$ cat src/shared/rbag_defines.vh
`ifndef RBAG_DEFINES_VH
`define RBAG_DEFINES_VH

// Datapath widths
`define RBAG_PTR_W 23
`define RBAG_ACC_W 40
`define RBAG_ACC_BITS 6'h28
`define RBAG_NUM_PTR 4
`define RBAG_NUM_ACC 4

// Register byte addresses
`define RBAG_XAR_BASE 8'h00
`define RBAG_EXTENDED_COEFFICIENT_POINTER 8'h10
`define RBAG_BSA 8'h14
`define RBAG_COEFFICIENT_BUFFER_START_ADDRESS 8'h18
`define RBAG_CIRC 8'h1C
`define RBAG_ST0 8'h20
`define RBAG_ACC_BASE 8'h40

// Field positions
`define RBAG_ST0_TC1 0
`define RBAG_ST0_TC2 1
`define RBAG_CIRC_CDP 4

// Reset values
`define RBAG_PTR_RST 23'h00_0000
`define RBAG_ACC_RST 40'h00_0000_0000
`define RBAG_BSA_RST 16'h0000
`define RBAG_CIRC_RST 5'h00

// Bit operations
`define RBAG_OP_SET 2'h0
`define RBAG_OP_CLR 2'h1
`define RBAG_OP_TST 2'h2

// Operand forms
`define RBAG_MD_LONG 2'h0
`define RBAG_MD_PRE 2'h1
`define RBAG_MD_SHORT 2'h2
`define RBAG_MD_CDP 2'h3

`endif

$ cat src/logic/rbag_core.v
// Added by the designer: the address-and-strobe port and the register addresses.
`timescale 1ns/1ps
`include "rbag_defines.vh"

// Operation
// - Indexed aux pointer: base plus offset, unchanged
// - Long offset sign-extended from 16 to 23
// - Long offset operand refused when paralleled
// - Pre-modify: pointer updated, then address formed
// - Short offset 1..7 zero-extended, pointer unchanged
// - Coefficient pointer: 7 high, 16 low bits
// - Pair test copies two bits to flags
// - Clear exactly the addressed accumulator bit
// - Set exactly the addressed accumulator bit
module rbag_core (
  // Clock and reset
  input wire core_clk_i,
  input wire srst_i,
  // Operation request from decode
  input wire op_valid_i,
  input wire [1:0] op_kind_i,
  input wire [1:0] op_mode_i,
  input wire [1:0] op_ptr_sel_i,
  input wire [1:0] op_acc_sel_i,
  input wire [15:0] op_offset_i,
  input wire op_parallel_i,
  // Operation result
  output reg op_done_o,
  output reg op_refused_o,
  output reg [22:0] bit_addr_o,
  output wire test_flag_one_o,
  output wire test_flag_two_o,
  // Register port
  input wire [7:0] reg_addr_i,
  input wire [31:0] reg_wdata_i,
  input wire reg_wr_i,
  input wire reg_rd_i,
  output reg [31:0] reg_rdata_o
);

  reg [22:0] extended_aux_pointer_r [0:3];
  reg [39:0] acc_r [0:3];
  reg [22:0] extended_coefficient_pointer_r;
  reg [15:0] circular_buffer_start_address_r;
  reg [15:0] coefficient_buffer_start_address_r;
  reg [4:0] circ_r;
  reg test_flag_one_r;
  reg test_flag_two_r;
  wire [22:0] sel_ptr;
  wire [22:0] off_ext;
  wire [22:0] pre_ptr;
  wire [22:0] calc_base;
  wire [22:0] calc_off;
  wire [22:0] gen_addr;
  wire sel_circ;
  wire [15:0] sel_start;
  wire is_long;
  wire is_cdp;
  wire refuse;
  wire go;
  wire [5:0] bit_a;
  wire [22:0] addr_b;
  wire [5:0] bit_b;
  wire in_a;
  wire in_b;
  wire [39:0] sel_acc;
  wire [6:0] coefficient_pointer_high;
  wire [15:0] coefficient_pointer_low;

  // Split view of the coefficient pointer
  assign coefficient_pointer_high = extended_coefficient_pointer_r[22:16];
  assign coefficient_pointer_low = extended_coefficient_pointer_r[15:0];

  // Operand decode
  assign is_long = (op_mode_i == `RBAG_MD_LONG) ||
                   (op_mode_i == `RBAG_MD_PRE);
  assign is_cdp = (op_mode_i == `RBAG_MD_CDP);
  assign sel_ptr = is_cdp ?
    {coefficient_pointer_high, coefficient_pointer_low} :
    extended_aux_pointer_r[op_ptr_sel_i];

  // Offset extension per operand form
  assign off_ext = is_long ? {{7{op_offset_i[15]}}, op_offset_i} :
                   (op_mode_i == `RBAG_MD_SHORT) ?
                   {20'h0_0000, op_offset_i[2:0]} :
                   23'h00_0000;

  // Pre-modified pointer over the full 23 bits
  assign pre_ptr = sel_ptr + off_ext;

  // Circular selection per pointer in use
  assign sel_circ = is_cdp ? circ_r[`RBAG_CIRC_CDP] :
                    circ_r[op_ptr_sel_i];
  assign sel_start = is_cdp ? coefficient_buffer_start_address_r :
                     circular_buffer_start_address_r;

  // Pre-modify uses the updated pointer with no further offset
  assign calc_base = (op_mode_i == `RBAG_MD_PRE) ? pre_ptr : sel_ptr;
  assign calc_off = (op_mode_i == `RBAG_MD_PRE) ? 23'h00_0000 : off_ext;

  rbag_addr_calc u_calc (
    .base_i(calc_base),
    .offset_i(calc_off),
    .circ_i(sel_circ),
    .start_i(sel_start),
    .addr_o(gen_addr)
  );

  // Refusal: paralleled long offset, zero short offset, unknown op
  assign refuse = op_valid_i & ((is_long & op_parallel_i) |
                  ((op_mode_i == `RBAG_MD_SHORT) &&
                   (op_offset_i[2:0] == 3'h0)) |
                  (op_kind_i == 2'h3));
  assign go = op_valid_i & ~refuse;

  // Bit positions within the selected accumulator
  assign bit_a = gen_addr[5:0];
  // Second address is a full 23-bit increment, so bit 63 never wraps to 0
  assign addr_b = gen_addr + 23'h00_0001;
  assign bit_b = addr_b[5:0];
  assign in_a = (gen_addr[22:6] == 17'h0_0000) && (bit_a < `RBAG_ACC_BITS);
  assign in_b = (addr_b[22:6] == 17'h0_0000) && (bit_b < `RBAG_ACC_BITS);
  assign sel_acc = acc_r[op_acc_sel_i];

  // Per-entry pointer and accumulator storage
  genvar gi;
  generate
    for (gi = 0; gi < 4; gi = gi + 1) begin : g_ent
      // Entry index and register addresses, cut to the port widths
      localparam integer ent_idx = gi;
      localparam integer xar_addr = `RBAG_XAR_BASE + 4 * gi;
      localparam integer acc_lo_addr = `RBAG_ACC_BASE + 8 * gi;
      localparam integer acc_hi_addr = acc_lo_addr + 4;
      // Pointer: bus write, pre-modify writeback wins
      always @(posedge core_clk_i) begin
        if (srst_i) begin
          extended_aux_pointer_r[gi] <= `RBAG_PTR_RST;
        end else if (go && (op_mode_i == `RBAG_MD_PRE) &&
                     (op_ptr_sel_i == ent_idx[1:0])) begin
          extended_aux_pointer_r[gi] <= pre_ptr;
        end else if (reg_wr_i && (reg_addr_i == xar_addr[7:0])) begin
          extended_aux_pointer_r[gi] <= reg_wdata_i[22:0];
        end
      end
      // Accumulator: single-bit set or clear, bus write otherwise
      always @(posedge core_clk_i) begin
        if (srst_i) begin
          acc_r[gi] <= `RBAG_ACC_RST;
        end else if (go && (op_acc_sel_i == ent_idx[1:0]) && in_a &&
                     (op_kind_i == `RBAG_OP_SET)) begin
          acc_r[gi][bit_a] <= 1'b1;
        end else if (go && (op_acc_sel_i == ent_idx[1:0]) && in_a &&
                     (op_kind_i == `RBAG_OP_CLR)) begin
          acc_r[gi][bit_a] <= 1'b0;
        end else if (reg_wr_i && (reg_addr_i == acc_lo_addr[7:0])) begin
          acc_r[gi][31:0] <= reg_wdata_i;
        end else if (reg_wr_i && (reg_addr_i == acc_hi_addr[7:0])) begin
          acc_r[gi][39:32] <= reg_wdata_i[7:0];
        end
      end
    end
  endgenerate

  // Shared configuration registers
  always @(posedge core_clk_i) begin
    if (srst_i) begin
      extended_coefficient_pointer_r <= `RBAG_PTR_RST;
      circular_buffer_start_address_r <= `RBAG_BSA_RST;
      coefficient_buffer_start_address_r <= `RBAG_BSA_RST;
      circ_r <= `RBAG_CIRC_RST;
    end else if (reg_wr_i) begin
      if (reg_addr_i == `RBAG_EXTENDED_COEFFICIENT_POINTER)
        extended_coefficient_pointer_r <= reg_wdata_i[22:0];
      if (reg_addr_i == `RBAG_BSA)
        circular_buffer_start_address_r <= reg_wdata_i[15:0];
      if (reg_addr_i == `RBAG_COEFFICIENT_BUFFER_START_ADDRESS)
        coefficient_buffer_start_address_r <= reg_wdata_i[15:0];
      if (reg_addr_i == `RBAG_CIRC)
        circ_r <= reg_wdata_i[4:0];
    end
  end

  // Status flags: a pair test wins over a bus write
  always @(posedge core_clk_i) begin
    if (srst_i) begin
      test_flag_one_r <= 1'b0;
      test_flag_two_r <= 1'b0;
    end else if (go && (op_kind_i == `RBAG_OP_TST)) begin
      test_flag_one_r <= in_a & sel_acc[bit_a];
      test_flag_two_r <= in_b & sel_acc[bit_b];
    end else if (reg_wr_i && (reg_addr_i == `RBAG_ST0)) begin
      test_flag_one_r <= reg_wdata_i[`RBAG_ST0_TC1];
      test_flag_two_r <= reg_wdata_i[`RBAG_ST0_TC2];
    end
  end

  assign test_flag_one_o = test_flag_one_r;
  assign test_flag_two_o = test_flag_two_r;

  // Result strobes and the generated address
  always @(posedge core_clk_i) begin
    if (srst_i) begin
      op_done_o <= 1'b0;
      op_refused_o <= 1'b0;
      bit_addr_o <= `RBAG_PTR_RST;
    end else begin
      op_done_o <= go;
      op_refused_o <= refuse;
      if (go)
        bit_addr_o <= gen_addr;
    end
  end

  // Register read, data in the following cycle
  always @(posedge core_clk_i) begin
    if (srst_i) begin
      reg_rdata_o <= 32'h0000_0000;
    end else if (reg_rd_i) begin
      reg_rdata_o <= 32'h0000_0000;
      case (reg_addr_i)
        8'h00, 8'h04, 8'h08, 8'h0C:
          reg_rdata_o <= {9'h000, extended_aux_pointer_r[reg_addr_i[3:2]]};
        `RBAG_EXTENDED_COEFFICIENT_POINTER:
          reg_rdata_o <= {9'h000, extended_coefficient_pointer_r};
        `RBAG_BSA:
          reg_rdata_o <= {16'h0000, circular_buffer_start_address_r};
        `RBAG_COEFFICIENT_BUFFER_START_ADDRESS:
          reg_rdata_o <= {16'h0000, coefficient_buffer_start_address_r};
        `RBAG_CIRC:
          reg_rdata_o <= {27'h000_0000, circ_r};
        `RBAG_ST0:
          reg_rdata_o <= {30'h0000_0000, test_flag_two_r, test_flag_one_r};
        8'h40, 8'h48, 8'h50, 8'h58:
          reg_rdata_o <= acc_r[reg_addr_i[4:3]][31:0];
        8'h44, 8'h4C, 8'h54, 8'h5C:
          reg_rdata_o <= {24'h00_0000, acc_r[reg_addr_i[4:3]][39:32]};
        default:
          reg_rdata_o <= 32'h0000_0000;
      endcase
    end
  end

endmodule // rbag_core

$ cat src/logic/rbag_addr_calc.v
`timescale 1ns/1ps
`include "rbag_defines.vh"

module rbag_addr_calc (
  // Pointer and offset
  input wire [22:0] base_i,
  input wire [22:0] offset_i,
  // Circular addressing
  input wire circ_i,
  input wire [15:0] start_i,
  // Generated bit address
  output wire [22:0] addr_o
);

  wire [22:0] lin_sum;
  wire [15:0] circ_sum;

  // Linear form adds across all 23 bits
  assign lin_sum = base_i + offset_i;
  // Circular form keeps the high part and wraps the low 16 bits
  assign circ_sum = start_i + base_i[15:0] + offset_i[15:0];
  assign addr_o = circ_i ? {base_i[22:16], circ_sum} : lin_sum;

endmodule // rbag_addr_calc

$ cat config.mk
export PLATFORM = sky130hd
export DESIGN_NAME = rbag_core
export DESIGN_NICKNAME = d
export VERILOG_FILES = /design/src/logic/rbag_core.v /design/src/logic/rbag_addr_calc.v
export VERILOG_INCLUDE_DIRS = /design/src /design/src/shared
export SDC_FILE = /design/constraint.sdc
export NUM_CORES = 1
export LEC_CHECK = 0
export BUFFER_PORTS_ARGS = -buffer_cell sky130_fd_sc_hd__buf_2
export CORE_UTILIZATION = 40
export DETAILED_ROUTE_END_ITERATION = 8
export GPL_TIMING_DRIVEN = 0
export HOLD_SLACK_MARGIN = 0.08
export PLACE_DENSITY_LB_ADDON = 0.12
export SLEW_MARGIN = 25
export SYNTH_ARGS = -nofsm -noshare
export SYNTH_HDL_FRONTEND = slang
export SYNTH_HIERARCHICAL = 1
export SYNTH_SLANG_ARGS = --single-unit
$ cat constraint.sdc
create_clock -name core_clk_i -period 17.4 [get_ports core_clk_i]
set_clock_uncertainty 0.1 [all_clocks]
set_input_delay 3.48 -clock core_clk_i [delete_from_list [all_inputs] [get_ports core_clk_i]]
set_output_delay 3.48 -clock core_clk_i [all_outputs]
set_load 0.005 [all_outputs]
Word-level counts from Yosys, hierarchy flattened
Memories as Yosys holds them, arrays and structs flattened. Cells that the tools add are included.

Bits in registers: 119. Memory bits (writable): 252. Output and inout bits: 59. Logic and storage cells: 1214. Memories: 2.

$add $sub $neg: 5. Order comparisons: 6. Equal/unequal tests: 28. Multiplexer cells: 611. Bitwise logic cells: 496. Reductions and logical operators: 56.

Memory list: acc_r (depth 4, bits a word 40, rd ports 2, clocked after Yosys merged registers in 0, wr ports 4, line rbag_core.v:42) `reg [39:0] acc_r [0:3];`; extended_aux_pointer_r (depth 4, bits a word 23, rd ports 2, clocked after Yosys merged registers in 0, wr ports 4, line rbag_core.v:41) `reg [22:0] extended_aux_pointer_r [0:3];`.

Operators with widths (number): two-way mux 1 bit (583); OR 1 bit (490); two-way mux 40 bit (8); two-way mux 23 bit (13); one-hot mux 32 bit (8 select lines) (1); == test 8 x 7 -> 1 bit, second input constant (8); adder 23 bit (2); logical AND 1 bit (39); zero test 17 bit (2); adder 16 bit (2); == test 8 x 5 -> 1 bit, second input constant (4); adder 23 x 1 -> 23 bit, second input constant (1); == test 2 bit, second input constant (8); == test 8 x 4 -> 1 bit, second input constant (2); two-way mux 16 bit (1); < comparator 6 x 7 -> 1 bit, second input constant (2); binary-select mux 1 bit (select 6 bit) (2); < comparator 6 bit, second input constant (2); OR reduction 4 bit (3); == test 2 x 1 -> 1 bit, second input constant (4); == test 8 x 3 -> 1 bit, second input constant (1); == test 8 x 6 -> 1 bit, second input constant (1); zero test 2 bit (4); zero test 8 bit (1); 11 further kinds (18).

Depth between registers and ports, before layout
Word-level depth: 18. Mapped depth: 36. Depth with buffers taken out: 31.

Modules after synthesis
Netlist, hierarchy kept.

By module, submodules not included: rbag_core (instances 1, cells an instance 2381, area an instance 22871.9 um2, sequential area each 9949.5 um2); rbag_addr_calc (instances 1, cells an instance 333, area an instance 2474.9 um2, sequential area each 0.0 um2).

Worst setup path before layout
No wires, ideal clock.

Kind: in2reg. Start: in op_ptr_sel_i[0]. End: mem acc_r[1][0] (enable). Arrival: 10366 ps. Data required time: 17040 ps. Slack: 6674 ps. Cell stages on the path: 33. Path buffers: 5. Cell sequence: buf_6 buf_4 buf_1 mux4_2 nand2_1 nand2_1 ha_1 a21oi_1 nand2_1 a31oi_1 a21oi_2 or2_1 xor2_1 mux2_2 mux2_2 fa_1 ha_1 clkbuf_1 nand3_1 or4_1 nand3_1 nand4_1 xnor2_1 nor4_1 and4_1 nand4_1 nor2_1 nand3_1 o21ai_0 nor2_1 nor2_1 clkbuf_1 o21ai_0.

RTL lines: from (decl) (line rbag_core.v:23) `input wire [1:0] op_ptr_sel_i,`; to (decl) (line rbag_core.v:42).

==> qor.csv <==
metric,value,unit
post-synth top area share,29.9,%
distinct cell type count after synthesis,97,
CTS tree,done,
crit start category,input pin,
routed vias/inst,6.36,
Clock Sinks,371,
DP Wirelength,81.5,mm
hold buffers post-CTS,0,
Mapped Cells,2714,
Netlist Area Pre-Place,25300,µm²
Main synth FF type,edfxtp_1,
Die Height,254,µm
Worst path top cell family by delay,simple AND/OR/NAND/NOR gates,
non-filler cells in the finished layout,3751,
first-pass iteration count of the detailed router,7,
Final Power,0.00249,W
nets@finish,3020,
Clock Power Share,38.3,%
type of the worst setup path,in -> reg,
Post-DRT Antenna Nets,0,
Post-synth EDFFs,252,
"Avg Cell Area, Syn",9.34,µm²
"Max FO, Critical Path",10,
Setup TNS,0,ns
Switching Share,31.6,%
leakage power,9.96,nW
footprint of the multi-input gates,14500,µm²
Die ar.,64400,µm²
"Seq/Total Area, Yosys",39.3,%
CP bufs+invs,6,
Root Buffer,clkbuf_16,
vias in the first global route,23196,
"CTS clk-pin slew, worst paths",0.06,ns
antenna violations before repair,4,
DRT iter0 DRCs,2629,
average wire per standard cell,28.9,µm
DRC Markers,0,
# rows,91,
Reg area,9950,µm²
CP Capture Type,flop,
GRT Overall Usage,33.6,%
Worst Path Arrival,13.75,ns
Seq cells post-synth,371,
"area leader, netlist",edfxtp_1,
worst setup slack after layout,3.85,ns
synth top area cells,"edfxtp_1, mux4_2, dfxtp_1, nand2_1, o21ai_0",
die width,254,µm
core area,62200,µm²
Layout area overhead,12.6,%
Tcrit/Tclk final,77.9,%
Setup WS pre-CTS,3.43,ns
CTS Buf Count,45,
initial core utilization,40.8,%
Fmax,73.8,MHz
global route overflow,0,
switching pwr,0.000786,W
global-route wire length before repair,156,mm
ratio of cells with drive above 1 in the final layout,15.2,%
CTS max path bufs,3,
Pwr Density,87.2,nW/µm²
largest net degree at the start of global routing,24,
Final setup viols,0,
Post-CTS Setup Bufs,0,
Yosys warning total,6,
placed insts,3666,
Worst path most repeated cell,nor2_1,
Fillers,6214,
Clock Latency Late Sink,0.60,ns
# port buffers,108,
Hold Crit Class,reg -> reg,
Peak VDD IR,0.0000632,V
asr flop ratio synth,0,%
Routability Congestion,1.00,
worst slew pin tran,1.09,ns
CP max-delay cell,clkbuf_1,
"Slew Viols, Final",0,
RSZ-0062 raised after global routing,no,
P_int,0.00170,W
H-tree levels,2,
Worst EP required,17.60,ns
cts repair resizes,0,
status,"complete, no violations",
Syn Nets,2858,
Reg power frac,39.6,%
largest stage delay on the critical path,0.74,ns
MaxCap Viol Count,0,
total routed wirelength,108,mm
"Hold Vio Cnt, Final",0,
routed vias,23856,
post-route minimum period,13.55,ns
Gate power share,22.1,%
IO Count,129,
post-layout util,45.9,%
Worst slew margin,26.8,%
[layout make-up]
cell class                      count  area share [%]
Buffer                            227            3.22
Clock buffer                       67            4.70
Inverter                           27           0.355
Clock inverter                     17           0.473
Multi-Input combinational cell   2089            50.6
Timing Repair Buffer              115            2.12
Sequential cell                   371            34.8
Tap cell                          837            3.67
Antenna cell                        1         0.00876
[power by group through the flow]
| stage | clock [W] | sequential (W) | combinational, W |
|---|---|---|---|
| 2_1_floorplan | 0 | 0.000998 | 0.000335 |
| 3_3_place_gp | 0 | 0.00100 | 0.000521 |
| 3_5_place_dp | 0 | 0.00100 | 0.000533 |
| 4_1_cts | 0.000957 | 0.000984 | 0.000536 |
| 5_1_grt | 0.000986 | 0.000988 | 0.000581 |
| 6_report | 0.000955 | 0.000985 | 0.000550 |
[metrics by stage]
| stage | hold slack [ns] | cell area, µm² |
|---|---|---|
| after floorplan | 0.346 | 25300 |
| after global placement | 0.346 | 26900 |
| after detailed placement | 0.346 | 27100 |
| after CTS | 0.354 | 28500 |
| after global routing | 0.377 | 28500 |
| final | 0.351 | 28600 |
[synthesized netlist by cell type (29+ instances only)]
| library cell | number |
|---|---|
| edfxtp_1 | 252 |
| a21oi_1 | 149 |
| nor2_1 | 154 |
| nand3_1 | 33 |
| mux4_2 | 136 |
| a22o_1 | 81 |
| clkbuf_1 | 176 |
| a22oi_1 | 61 |
| ha_1 | 56 |
| a31oi_1 | 29 |
| dfxtp_1 | 119 |
| nand2_1 | 590 |
| buf_2 | 29 |
| o21ai_0 | 383 |
[registers in the layout, indices dropped and copies added, names as in the netlist]
name / cells
circular_buffer_start_address_r: 16
circ_r: 5
op_refused_o: 1
extended_coefficient_pointer_r: 23
bit_addr_o: 23
op_done_o: 1
test_flag_two_o: 1
coefficient_buffer_start_address_r: 16
acc_r: 160
extended_aux_pointer_r: 92
test_flag_one_o: 1
reg_rdata_o: 32
[path summary, 6_finish.rpt]
check	from	end	slack, ns	cells after the start
worst max-delay path	op_mode_i[1]	acc_r[2][3]$_SDFFCE_PN0P_	3.85	35
worst min-delay path	bit_addr_o[16]$_SDFFE_PP0N_	bit_addr_o[16]$_SDFFE_PP0N_	0.35	2
worst max register to register	extended_aux_pointer_r[3][0]$_DFFE_PP_	acc_r[2][3]$_SDFFCE_PN0P_	7.49	32
worst min register to register	bit_addr_o[16]$_SDFFE_PP0N_	bit_addr_o[16]$_SDFFE_PP0N_	0.35	2
[layout by cell type, fill, tap and decap left out, drive strengths merged, types with 17 or more instances in the layout]
cell type and n:
nor3 30, a21oi 155, buf 165, nand3 33, a22o 81, o21ai 388
xnor2 29, edfxtp 252, dfxtp 119, mux4 137, a31oi 30, a211oi 17
nor2b 26, fa 18, nand2 594, a21o 26, a22oi 61, nor2 156
inv 28, clkbuf 244, mux2 23, ha 56
[cell families (layout without fill, tap and decap cells)]
kind of cell             Yosys count  in the layout  synth area share (%)
XOR/XNOR                          45             45                  1.73
multiplexers                     175            175                  13.8
AO/OA/AOI/OAI                    850            850                  20.8
buffers and inverters            254            453                  4.01
flip-flops                       371            371                  39.3
other                              0              1                     0
adder cells (fa/ha/maj)           74             74                  4.19
AND/OR/NAND/NOR                  945            945                  16.2
[layer usage]
layer  vias up  wire length, µm  GRT usage [%]
met3       282            10600           7.79
met5         -               59              0
met2      1376            50400           54.3
li1      10425                -              -
met4         8             5660           16.6
met1     11765            41800           42.1
[worst min-delay path, cell delays in order (launching register included)]
cell and delay (ns):
dfxtp_1 0.30, nand2_1 0.05, a21oi_1 0.05
Power figures use the tool's default switching activity.
